`config.mk`:
```
export PLATFORM = sky130hd
export DESIGN_NAME = io_port_regs
export DESIGN_NICKNAME = d
export VERILOG_FILES = /design/src/shared/io_port_pkg.sv /design/src/core/io_port_regs.sv
export SDC_FILE = /design/constraint.sdc
export NUM_CORES = 1
export LEC_CHECK = 0
export CAP_MARGIN = 0
export CORE_MARGIN = 4
export CORE_UTILIZATION = 33
export CTS_CLUSTER_SIZE = 40
export DETAILED_ROUTE_END_ITERATION = 6
export DONT_BUFFER_PORTS = 1
export SLEW_MARGIN = 20
export SYNTH_ARGS = -nofsm -noshare
export SYNTH_HDL_FRONTEND = slang
export SYNTH_SLANG_ARGS = --single-unit
export TNS_END_PERCENT = 30
```
`constraint.sdc`:
```
create_clock -name mclk -period 2 [get_ports mclk]
set_input_delay 0.2 -clock mclk [delete_from_list [all_inputs] [get_ports mclk]]
set_output_delay 0.2 -clock mclk [all_outputs]
set_load 0.01 [all_outputs]
```
`src/shared/io_port_pkg.sv`:
```
package io_port_pkg;

    // ==========================================================
    // Port addresses, low address byte
    localparam logic [7:0] PORT_DISPLAY    = 8'hff;
    localparam logic [7:0] PORT_KEYTAPE    = 8'hfe;
    localparam logic [7:0] PORT_RSVD_FD    = 8'hfd;
    localparam logic [7:0] PORT_RSVD_FC    = 8'hfc;
    localparam logic [7:0] PORT_PRINTER    = 8'hfb;
    localparam logic [7:0] PORT_SOUND_DATA = 8'hf6;
    localparam logic [7:0] PORT_SOUND_ADDR = 8'hf5;
    localparam logic [7:0] PORT_BANK       = 8'hf4;

    // ==========================================================
    // Printer decode and bit positions
    localparam int PRN_ONE_BIT       = 7;
    localparam int PRN_ZERO_BIT      = 2;
    localparam int PRN_RD_READY_BIT  = 0;
    localparam int PRN_RD_NOCFG_BIT  = 6;
    localparam int PRN_RD_START_BIT  = 7;
    localparam int PRN_WR_SLOW_BIT   = 1;
    localparam int PRN_WR_OFF_BIT    = 2;
    localparam int PRN_WR_PIXEL_BIT  = 7;

    // ==========================================================
    // Keyboard/tape read layout
    localparam int KT_COLS           = 5;
    localparam int KT_ROWS           = 8;
    localparam int KT_UNUSED_BIT     = 5;
    localparam int KT_TAPE_IN_BIT    = 6;

    // ==========================================================
    // Reset values
    localparam logic [7:0] DISPLAY_RESET = 8'h00;
    localparam logic [7:0] BANK_RESET    = 8'h00;
    localparam logic [7:0] KEYTAPE_RESET = 8'h00;
    localparam logic [7:0] SOUND_RESET   = 8'h00;
    localparam logic [7:0] PRINTER_RESET = 8'h00;

    // ==========================================================
    // Timing
    localparam int CLK_MHZ            = 20;
    localparam int FRAME_PERIOD_NS    = 16635000;
    localparam int FRAME_PERIOD_CYCLES =
        FRAME_PERIOD_NS * CLK_MHZ / 1000;
    localparam int IRQ_PULSE_NS       = 8000;
    localparam int IRQ_PULSE_CYCLES   = IRQ_PULSE_NS * CLK_MHZ / 1000;
    localparam int FRAME_CNT_W        = 19;

    // ==========================================================
    // Types
    typedef enum logic [2:0] {
        VM_NORMAL = 3'b000,
        VM_SECOND = 3'b001,
        VM_HIRES  = 3'b010,
        VM_COL64  = 3'b110
    } video_mode_t;

    typedef enum logic [2:0] {
        COL_BLACK = 3'b000, COL_BLUE  = 3'b001,
        COL_RED   = 3'b010, COL_MAGENTA = 3'b011,
        COL_GREEN = 3'b100, COL_CYAN  = 3'b101,
        COL_YELLOW = 3'b110, COL_WHITE = 3'b111
    } colour_t;

    typedef enum logic [2:0] {
        BUS_IDLE  = 3'b001,
        BUS_WRITE = 3'b010,
        BUS_READ  = 3'b100
    } bus_state_t;

    typedef struct packed {
        logic       exromSel;
        logic       irqInhibit;
        logic [2:0] inkPaper;
        logic [2:0] videoMode;
    } display_ctrl_t;

    typedef struct packed {
        logic [2:0] unused;
        logic       beep;
        logic       tapeOut;
        colour_t    border;
    } keytape_out_t;

    typedef struct packed {
        logic notConfigured;
        logic readyForPixel;
        logic startOfPaper;
    } printer_status_t;

endpackage : io_port_pkg

```
`src/core/io_port_regs.sv`:
```
`timescale 1ns/100ps
// Overview of operation
// - Full 8-bit decode: FF, FE, F6, F5, F4; FD and FC reserved.
// - Video mode: 000 normal, 001 second file, 010 hi-res, 110 64-col.
// - Ink/paper pair for 64-column mode, 000 black/white to 111.
// - Display bit gates frame interrupt: 0 enables, 1 inhibits.
// - Display bit picks extension ROM or cartridge bank for chunks.
// - Port FE writes border, tape out, beep; reads keys and tape.
// - Border colour codes 000 black through 111 white.
// - Port FE read gives five key columns low; unused bit reads 0.
// - Port FE read shows current tape input level in its own bit.
// - Printer answers when address bit 7 is 1 and bit 2 is 0.
// - Printer status: not configured, ready for pixel, start of paper.
// - F5 write-only sound address; F6 sound data and joystick.
// - Set bank bit enables its 8K chunk in cartridge or extension bank.
// - Frame interrupt inhibit sits in display control bit 6.
// - Frame interrupt raised each vertical blank, every 16.635 ms.
// - High address bits pick key rows; pressed key reads 0.
module io_port_regs
    import io_port_pkg::*;
#(
    parameter int FRAME_CYCLES = FRAME_PERIOD_CYCLES
) (
    // Clock and reset
    input  wire logic            mclk,
    input  wire logic            rst,
    // Processor I/O cycle
    input  wire logic [15:0]     cpuAddr,
    input  wire logic [7:0]      cpuDataIn,
    output logic      [7:0]      cpuDataOut,
    output logic                 cpuDataOe,
    input  wire logic            ioReqN,
    input  wire logic            rdN,
    input  wire logic            wrN,
    output logic                 frameIrqN,
    // Keyboard and tape
    input  wire logic [39:0]     keyPressed,
    input  wire logic            tapeIn,
    output colour_t              borderColour,
    output logic                 tapeOut,
    output logic                 beepOut,
    // Display and banking
    output display_ctrl_t        displayCtrl,
    output logic      [7:0]      bankChunkSelect,
    output logic      [7:0]      dockChunkEn,
    output logic      [7:0]      exromChunkEn,
    // Sound generator
    output logic      [7:0]      soundAddr,
    output logic      [7:0]      soundWrData,
    output logic                 soundWrStb,
    output logic                 soundRdStb,
    input  wire logic [7:0]      soundRdData,
    // Printer
    output logic                 printerWrStb,
    output logic                 printerRdStb,
    output logic                 printerSlow,
    output logic                 printerMotorOff,
    output logic                 printerPixel,
    input  wire printer_status_t printerStatus
);

    // ==========================================================
    // Helpers
    function automatic logic [KT_COLS-1:0] keyColumns(
        input logic [39:0] keys,
        input logic [7:0]  rowSelN
    );
        logic [KT_COLS-1:0] cols;
        cols = '1;
        for (int r = 0; r < KT_ROWS; r++) begin
            for (int c = 0; c < KT_COLS; c++) begin
                if (!rowSelN[r] && keys[r*KT_COLS+c]) begin
                    cols[c] = 1'b0;
                end
            end
        end
        return cols;
    endfunction : keyColumns

    function automatic logic isPrinter(input logic [7:0] a);
        return a[PRN_ONE_BIT] && !a[PRN_ZERO_BIT];
    endfunction : isPrinter

    // ==========================================================
    // Input synchronisers
    // Address and data share the strobes' two stages, so
    // they have settled once a strobe is seen.
    logic [15:0]     addrMeta_q;
    logic [15:0]     addr_q;
    logic [7:0]      dataMeta_q;
    logic [7:0]      data_q;
    logic [2:0]      strbMeta_q;
    logic [2:0]      strb_q;
    logic [39:0]     keyMeta_q;
    logic [39:0]     key_q;
    logic            tapeMeta_q;
    logic            tape_q;
    logic [7:0]      sndMeta_q;
    logic [7:0]      snd_q;
    printer_status_t prnMeta_q;
    printer_status_t prn_q;

    always_ff @(posedge mclk) begin
        addrMeta_q <= cpuAddr;
        addr_q     <= addrMeta_q;
        dataMeta_q <= cpuDataIn;
        data_q     <= dataMeta_q;
        keyMeta_q  <= keyPressed;
        key_q      <= keyMeta_q;
        tapeMeta_q <= tapeIn;
        tape_q     <= tapeMeta_q;
        sndMeta_q  <= soundRdData;
        snd_q      <= sndMeta_q;
        prnMeta_q  <= printerStatus;
        prn_q      <= prnMeta_q;
    end

    always_ff @(posedge mclk) begin
        if (rst) begin
            strbMeta_q <= 3'b111;
            strb_q     <= 3'b111;
        end else begin
            strbMeta_q <= {ioReqN, rdN, wrN};
            strb_q     <= strbMeta_q;
        end
    end

    // ==========================================================
    // Cycle decode
    logic       ioRd;
    logic       ioWr;
    logic [7:0] port;
    logic       selDisplay;
    logic       selKeyTape;
    logic       selSndData;
    logic       selSndAddr;
    logic       selBank;
    logic       selPrinter;
    logic       readMapped;

    assign ioRd = !strb_q[2] && !strb_q[1];
    assign ioWr = !strb_q[2] && !strb_q[0];
    assign port = addr_q[7:0];

    // FD and FC select nothing
    assign selDisplay = (port == PORT_DISPLAY);
    assign selKeyTape = (port == PORT_KEYTAPE);
    assign selSndData = (port == PORT_SOUND_DATA);
    assign selSndAddr = (port == PORT_SOUND_ADDR);
    assign selBank    = (port == PORT_BANK);
    assign selPrinter = isPrinter(port);
    // F5 is write-only
    assign readMapped = selDisplay || selKeyTape || selSndData
                     || selBank || selPrinter;

    // ==========================================================
    // Bus cycle tracking
    bus_state_t state_q;
    logic       wrStart;
    logic       rdStart;

    assign wrStart = (state_q == BUS_IDLE) && ioWr;
    assign rdStart = (state_q == BUS_IDLE) && !ioWr && ioRd;

    always_ff @(posedge mclk) begin
        if (rst) begin
            state_q <= BUS_IDLE;
        end else begin
            case (state_q)
                BUS_IDLE: begin
                    if (ioWr) begin
                        state_q <= BUS_WRITE;
                    end else if (ioRd) begin
                        state_q <= BUS_READ;
                    end
                end
                BUS_WRITE: begin
                    if (!ioWr) begin
                        state_q <= BUS_IDLE;
                    end
                end
                BUS_READ: begin
                    if (!ioRd) begin
                        state_q <= BUS_IDLE;
                    end
                end
                default: begin
                    state_q <= BUS_IDLE;
                end
            endcase
        end
    end

    // ==========================================================
    // Display control and bank select
    display_ctrl_t display_q;
    logic [7:0]    bank_q;
    logic [7:0]    dock_q;
    logic [7:0]    extension_rom_select_q;

    always_ff @(posedge mclk) begin
        if (rst) begin
            display_q <= display_ctrl_t'(DISPLAY_RESET);
        end else if (wrStart && selDisplay) begin
            // Mode, ink/paper, inhibit (bit 6), bank source (bit 7)
            display_q <= display_ctrl_t'(data_q);
        end
    end

    always_ff @(posedge mclk) begin
        if (rst) begin
            bank_q <= BANK_RESET;
        end else if (wrStart && selBank) begin
            bank_q <= data_q;
        end
    end

    // Chunks clear in both enables fall back to home
    always_ff @(posedge mclk) begin
        if (rst) begin
            dock_q  <= BANK_RESET;
            extension_rom_select_q <= BANK_RESET;
        end else begin
            dock_q  <= display_q.exromSel ? 8'h00 : bank_q;
            extension_rom_select_q <= display_q.exromSel ? bank_q : 8'h00;
        end
    end

    // ==========================================================
    // Keyboard/tape outputs
    keytape_out_t keyTapeOut_q;

    always_ff @(posedge mclk) begin
        if (rst) begin
            keyTapeOut_q <= keytape_out_t'(KEYTAPE_RESET);
        end else if (wrStart && selKeyTape) begin
            keyTapeOut_q <= keytape_out_t'(data_q);
        end
    end

    // ==========================================================
    // Sound generator access
    logic [7:0] sndAddr_q;
    logic [7:0] sndWrData_q;
    logic       sndWrStb_q;
    logic       sndRdStb_q;

    always_ff @(posedge mclk) begin
        if (rst) begin
            sndAddr_q   <= SOUND_RESET;
            sndWrData_q <= SOUND_RESET;
            sndWrStb_q  <= 1'b0;
            sndRdStb_q  <= 1'b0;
        end else begin
            sndWrStb_q <= wrStart && selSndData;
            sndRdStb_q <= rdStart && selSndData;
            if (wrStart && selSndAddr) begin
                sndAddr_q <= data_q;
            end
            if (wrStart && selSndData) begin
                sndWrData_q <= data_q;
            end
        end
    end

    // ==========================================================
    // Printer access
    logic prnWrStb_q;
    logic prnRdStb_q;
    logic prnSlow_q;
    logic prnOff_q;
    logic prnPixel_q;

    always_ff @(posedge mclk) begin
        if (rst) begin
            prnWrStb_q <= 1'b0;
            prnRdStb_q <= 1'b0;
            prnSlow_q  <= PRINTER_RESET[PRN_WR_SLOW_BIT];
            prnOff_q   <= PRINTER_RESET[PRN_WR_OFF_BIT];
            prnPixel_q <= PRINTER_RESET[PRN_WR_PIXEL_BIT];
        end else begin
            prnWrStb_q <= wrStart && selPrinter;
            prnRdStb_q <= rdStart && selPrinter;
            if (wrStart && selPrinter) begin
                prnSlow_q  <= data_q[PRN_WR_SLOW_BIT];
                prnOff_q   <= data_q[PRN_WR_OFF_BIT];
                prnPixel_q <= data_q[PRN_WR_PIXEL_BIT];
            end
        end
    end

    // ==========================================================
    // Read data path
    logic [7:0] rdMux;
    logic [7:0] dataOut_q;
    logic       dataOe_q;

    always_comb begin
        rdMux = 8'h00;
        if (selDisplay) begin
            rdMux = display_q;
        end else if (selBank) begin
            rdMux = bank_q;
        end else if (selSndData) begin
            // Joystick data shares the sound port
            rdMux = snd_q;
        end else if (selKeyTape) begin
            rdMux[KT_COLS-1:0] = keyColumns(key_q, addr_q[15:8]);
            rdMux[KT_UNUSED_BIT]  = 1'b0;
            rdMux[KT_TAPE_IN_BIT] = tape_q;
        end else if (selPrinter) begin
            rdMux[PRN_RD_NOCFG_BIT] = prn_q.notConfigured;
            rdMux[PRN_RD_READY_BIT] = prn_q.readyForPixel;
            rdMux[PRN_RD_START_BIT] = prn_q.startOfPaper;
        end
    end

    // Data tracks inputs through the read so late key or
    // tape changes still reach the processor
    always_ff @(posedge mclk) begin
        if (rst) begin
            dataOut_q <= 8'h00;
            dataOe_q  <= 1'b0;
        end else begin
            dataOe_q  <= ioRd && !ioWr && readMapped;
            dataOut_q <= rdMux;
        end
    end

    // ==========================================================
    // Frame interrupt
    // Short pulse at the start of each frame; the processor
    // samples it, so no sticky flag is needed.
    logic [FRAME_CNT_W-1:0] frameCnt_q;
    logic                   irqN_q;

    always_ff @(posedge mclk) begin
        if (rst) begin
            frameCnt_q <= '0;
        end else if (frameCnt_q ==
                     FRAME_CNT_W'(FRAME_CYCLES - 1)) begin
            frameCnt_q <= '0;
        end else begin
            frameCnt_q <= frameCnt_q + 1'b1;
        end
    end

    always_ff @(posedge mclk) begin
        if (rst) begin
            irqN_q <= 1'b1;
        end else begin
            irqN_q <= !((frameCnt_q < FRAME_CNT_W'(IRQ_PULSE_CYCLES))
                        && !display_q.irqInhibit);
        end
    end

    // ==========================================================
    // Outputs
    assign cpuDataOut      = dataOut_q;
    assign cpuDataOe       = dataOe_q;
    assign frameIrqN       = irqN_q;
    assign borderColour    = keyTapeOut_q.border;
    assign tapeOut         = keyTapeOut_q.tapeOut;
    assign beepOut         = keyTapeOut_q.beep;
    assign displayCtrl     = display_q;
    assign bankChunkSelect = bank_q;
    assign dockChunkEn     = dock_q;
    assign exromChunkEn    = extension_rom_select_q;
    assign soundAddr       = sndAddr_q;
    assign soundWrData     = sndWrData_q;
    assign soundWrStb      = sndWrStb_q;
    assign soundRdStb      = sndRdStb_q;
    assign printerWrStb    = prnWrStb_q;
    assign printerRdStb    = prnRdStb_q;
    assign printerSlow     = prnSlow_q;
    assign printerMotorOff = prnOff_q;
    assign printerPixel    = prnPixel_q;

endmodule : io_port_regs

```
==> results.yml, run 1 <==
routing:
  wl_per_cell_um: 17.24
  met3_length_um: 1407
  ant_nets: 0
  wl_met1_um: 7115
  drc: 0
  vias: 4807
  viasPerCell: 4.685
  drt-pass1-iter-count: 5
  wirelength_um: 17690
  drt_iter0_drc: 321
  dr_wl_met2_um: 8483
  top_layer: "met4"
timing:
  maxSlewViolCount: 0
  post-route-min-period_ps: 1932
  worst_clock_skew_ps: 10.39
  hold_viol: 0
  hold_slack_ps: 122.6
  fmax_mhz: 517.6
  setup_viol: 0
  fin_crit_sh_pct: 96.60
  timing.setup.tns_ps: 0
  slew_headroom_pct: 65.10
  setup_ws_ps: 67.99
  rsz0062_at_grt: "false"
  tightest_slew_ps: 518.8
global_routing:
  track_usage_pct: 14.09
  grt_pass1_wl_um: 27080
  grt_pass1_vias: 5019
  antenna_found_initial: 2
  grt_start_max_net_pins: 44
  gr-total-overflow: 0
clocking:
  htree_levels: 1
  cts_buffers: 26
  cts_tree: "yes"
  clockBufferDepth: 3
  cts-root-buf: "clkbuf_16"
  clk_pin_slew_ps: 60
  numClockSinks: 250
  clock_latency_ps: 520
floorplanning:
  die_h_um: 155.4
  start_util_pct: 33.80
  dieArea_um2: 24160
  core-area_um2: 21220
  rows: 53
  dieWidth_um: 155.4
  io_pins: 151
placement:
  globalplace.congestion: 0.8209
  placed_cell_area_um2: 7630
  pre_cts_ws_ps: -37.20
  port_buffers: 0
  dp_hpwl_um: 12000
logic_synthesis:
  synth.top_cells.by_count: "dfxtp_1, nor2_1, mux2i_1"
  synthesis.area_um2: 7172
  synth_edf_count: 0
  yosysWarnings: 0
  synthDistinctLibCells: 47
  synth-seq-cells: 250
  synth_area_per_cell_um2: 11.97
  async_flop_share_pct: 0
  synth_fp_nets: 681
  yosysTopAreaCell: "dfxtp_1"
  yosysSeqAreaShare_pct: 69.78
  synth.area.top_cells: "dfxtp_1, mux2i_1, nor2_1"
  syn_inst: 599
  synth_top_area_share_pct: 69.78
  synth.most_common_cell: "dfxtp_1"
  ys.flop_type: "dfxtp_1"
outcome:
  status: "finished clean"
critical_path:
  r2r_end: "displayCtrl[5]"
  reg2reg_slack_ps: 70
  crit_required_ps: 2400
  critPathLaunchType: "flop"
  cp-end-kind: "flop"
  arrival_ps: 2330
  critPathMaxFanout: 8
  worst-setup-path-type: "reg2reg"
  r2r_start: "strb_q[0]"
  r2r_cells: 6
finish:
  final_nets: 811
  fill_cells: 1851
  fin_area_um2: 9595
  drive_above_1_share_pct: 12.55
  area_growth_pct: 33.79
flow_run:
  cap_viol_max_count: 0
hold_path:
  hp-start: "rst"
  hold_path_end: "cpuDataOut[3]"
  hold_path_class: "in2reg"
  min_path_cells: 2
power_and_ir_drop:
  cellLeakagePower_nw: 3.766
  powerDensity_nw_per_um2: 1108
  ir_drop_v: 0.001049
stage by stage:
stage / power (mW) / cells / utilization [%]
2_1_floorplan: 5.439 / 599 / -
3_3_place_gp: 5.499 / 878 / 35.96
3_5_place_dp: 5.507 / 878 / 35.96
4_1_cts: 10.69 / 1022 / 44.95
5_1_grt: 10.99 / 1025 / 45.21
6_report: 10.63 / 1026 / 45.22
logic make-up (layout without fill, tap and decap cells):
| logic type | after synthesis | in the layout | synth area share, % |
|---|---|---|---|
| other cells | 0 | 2 | 0 |
| flops | 250 | 250 | 69.78 |
| compound gates | 64 | 64 | 5.845 |
| buf+inv | 43 | 193 | 2.425 |
| fa+ha+maj | 1 | 1 | 0.1744 |
| xor+xnor | 14 | 14 | 1.710 |
| simple gates | 191 | 191 | 15.04 |
| mux | 36 | 36 | 5.024 |
worst max-delay path by stage:
stage	cells after the start	start	endpoint	slack [ps]
after global routing	6	state_q[2]	displayCtrl[5]	6
after detailed placement	6	state_q[0]	soundAddr[3]	-40
after global placement	6	state_q[0]	soundWrData[2]	50
final	6	strb_q[0]	displayCtrl[5]	70
after CTS	6	state_q[2]	soundWrData[0]	0.08
after floorplan	5	state_q[1]	soundAddr[0]	40
power breakdown:
group          internal (mW)  switching, mW  total, mW
clock network           3.07           2.00       5.07
registers               5.16         0.0897       5.25
logic                  0.190          0.123      0.313
layout by cell type, fill, tap and decap left out, types with 3 or more instances in the layout:
master         netlist  layout
nand4_1              8       8
bufinv_16            0       3
clkinvlp_4           0       4
clkbuf_8             0       5
o2111ai_1            6       6
clkinv_4             0       3
xor2_1               7       7
xnor2_1              7       7
o21ai_0             14      14
nor3_1               8       8
nor2_1              58      58
or4_1                4       3
buf_4                0      22
inv_1               24      24
a221o_1              4       4
nand2b_1            22      22
nor4_1              10      10
a21oi_1             18      17
clkbuf_16            0      27
or3_1                3       3
dlygate4sd3_1        0      95
nand2_1             10      10
or2_2                8       8
inv_6                0       4
o22ai_1              8       8
nor2b_1              3       3
and4_1               6       6
and2_1              16      16
dfxtp_1            250     248
mux2i_1             36      36
nand3_1             18      18
and3_1               4       4
a22o_1               4       4
timing repair:
| action | in CTS | in global routing |
|---|---|---|
| buffers inserted | 0 | 1 |
| hold endpoints to repair | 150 | 0 |
| resized for setup | 1 | 10 |
| gates cloned | 0 | 1 |
| hold buffers | 96 | 0 |
| pin swaps | 2 | 2 |
| endpoints found under the setup margin | 20 | 25 |
flip-flops by register name, summed over array words and instances, names as in the netlist, 16 cells and up:
name,count
frameCnt_q,19
addr_q,16
keyMeta_q,40
key_q,40
addrMeta_q,16
area by class of cell:
class	count	area, um2	share of cell area (%)
clock buffers	32	744.5	7.759
clock inverters	16	191.4	1.995
diodes	2	5.005	0.05216
well taps	275	344.1	3.586
repair buffers	121	1179	12.28
multi-input cells	306	2034	21.20
inverters	24	90.09	0.9388
flip-flops and latches	250	5007	52.18
per-layer routing:
metal / track usage (%) / up-vias
met2: 24.45 / 204
li1: - / 2326
met3: 4.367 / 40
met5: 0 / -
met1: 16.20 / 2237
met4: 5.502 / 0
critical path, stage by stage, from the launching register on:
cell,delay [ps]
dfxtp_1,370
or4b_4,520
buf_6,170
nor4b_4,250
buf_4,230
mux2i_1,220
nor2_1,60
Note: power is estimated with default switching activity, not from simulation.
==> inputs of run 2 (changes only) <==
- CAP_MARGIN: 0 -> unset
- SETUP_SLACK_MARGIN: unset -> 0.4
- clock period: 2 -> 2.5 ns (I/O delays scaled with it)
==> run 2 against run 1 <==
  * Sequential power fell by 20%
  * Clock-buffer cell count did not move
  * Utilization fell by 2.0 points
  * Largest power group unchanged
  * Combinational power fell by 29%
  * Sequential share of layout area rose by 2.3 points
  * Largest cell class unchanged
==> results.yml, run 2 (synthesis results as in run 1) <==
power_and_ir_drop:
  p_clk_share_pct: 45.6
  ir_drop_v: 0.0007418
  comb_power_share_pct: 2.7
  p_sw_mw: 1.680
  seq_power_share_pct: 51.7
  powerDensity_nw_per_um2: 886.7
  switching_share_pct: 20.63
  cellLeakagePower_nw: 3.552
  internal_power_mw: 6.461
clocking:
  htree_levels: 1
  clk_pin_slew_ps: 60
  cts-root-buf: "clkbuf_16"
  cts_buffers: 25
  cts_tree: "yes"
  clockBufferDepth: 3
  numClockSinks: 250
  cts_setup_buffers: 0
  clock_latency_ps: 510
placement:
  globalplace.congestion: 0.8066
  dp_hpwl_um: 11550
  pre_cts_ws_ps: 319.0
  port_buffers: 0
  placed_cell_area_um2: 7520
critical_path:
  r2r_cells: 5
  crit_required_ps: 2890
  reg2reg_slack_ps: 480
  r2r_end: "displayCtrl[0]"
  worst-setup-path-type: "reg2reg"
  critPathMaxFanout: 13
  r2r_start: "addr_q[2]"
  critPathSlowestCell: "dfxtp_1"
  crit_cells: 5
  crit_end: "displayCtrl[0]"
  worstSetupStartpoint: "addr_q[2]"
  arrival_ps: 2410
  critPathMaxStageDelay_ps: 590
  path_cells: "and4_1, nor4b_2, buf_4, mux2i_1, nor2_1"
  cp-end-kind: "flop"
  critPathLaunchType: "flop"
  critPathTopFamily: "simple AND/OR/NAND/NOR gates"
  cp_num_buf_inv: 1
floorplanning:
  rows: 53
  die_h_um: 155.4
  dieArea_um2: 24160
  core-area_um2: 21220
  io_pins: 151
  dieWidth_um: 155.4
  start_util_pct: 33.80
timing:
  setup_viol: 0
  tightest_slew_ps: 644.8
  fmax_mhz: 495.3
  worst_clock_skew_ps: 16.28
  fin_crit_sh_pct: 80.77
  rsz0062_at_grt: "true"
  maxSlewViolCount: 0
  slew_headroom_pct: 56.85
  hold_slack_ps: 35.48
  post-route-min-period_ps: 2019
  hold_viol: 0
  setup_ws_ps: 480.9
  timing.setup.tns_ps: 0
finish:
  final_common_cell: "dfxtp_1"
  final_nets: 780
  fin_area_um2: 9181
  finish.utilization_pct: 43.27
  area_growth_pct: 28.02
  top_regs: "keyMeta_q (40), key_q (40), frameCnt_q (19)"
  drive_above_1_share_pct: 9.790
  final_cell_mix: "dfxtp_1, dlygate4sd3_1, nor2_1"
  antenna_cells: 0
routing:
  wirelength_um: 17360
  drt_iter0_drc: 255
  drc: 0
  vias: 4661
  wl_per_cell_um: 17.53
  ant_nets: 0
  viasPerCell: 4.708
  drt-pass1-iter-count: 4
global_routing:
  grt_pass1_wl_um: 26770
  track_usage_pct: 13.98
  grt_pass1_vias: 4718
  antenna_found_initial: 1
  gr-total-overflow: 0
  grt_start_max_net_pins: 56
outcome:
  status: "finished clean"
flow_run:
  cap_viol_max_count: 0
hold_path:
  hold_path_class: "in2reg"
==> run 2: layer usage <==
layer	part of all wire (%)	track usage (%)	up-vias
met1	41	16.72	2182
li1	-	-	2248
met3	8.0	4.312	32
met4	3.1	5.002	2
met5	0.075	0	-
met2	48	23.75	197
==> run 2: power groups by stage <==
stage / registers (mW) / logic [mW] / clock network [mW]
3_3_place_gp: 4.29 / 0.0987 / 0
5_1_grt: 4.22 / 0.245 / 3.99
4_1_cts: 4.20 / 0.220 / 3.80
6_report: 4.20 / 0.223 / 3.71
3_5_place_dp: 4.29 / 0.101 / 0
2_1_floorplan: 4.25 / 0.0982 / 0
==> run 2: repair_timing <==
action                                  4_1_cts  5_1_grt
endpoints found under the hold margin       132        0
gates resized for setup                       1        1
hold buffers                                 81        0
endpoints found under the setup margin       15       14
==> run 2: layout make-up <==
type | count | area (um2)
fillers | 1916 | 12040
inverters | 24 | 90.09
repair buffers | 91 | 895.9
clock inverters | 12 | 131.4
multi-input cells | 306 | 2013
flip-flops and latches | 250 | 5005
well taps | 275 | 344.1
clock buffers | 32 | 701.9
==> run 2: how the worst min path moves through the flow <==
stage | cells past startpoint | from | endpoint
after floorplan | 0 | cpuAddr[0] | addrMeta_q[0]
after global placement | 0 | keyPressed[10] | keyMeta_q[10]
after detailed placement | 0 | keyPressed[16] | keyMeta_q[16]
after CTS | 2 | rst | exromChunkEn[1]
after global routing | 2 | rst | exromChunkEn[7]
final | 2 | rst | exromChunkEn[1]
==> run 2: through the flow <==
stage / std cells / total power [mW]
2_1_floorplan: 599 / 4.351
3_3_place_gp: 865 / 4.389
3_5_place_dp: 865 / 4.394
4_1_cts: 990 / 8.227
5_1_grt: 990 / 8.453
6_report: 990 / 8.141
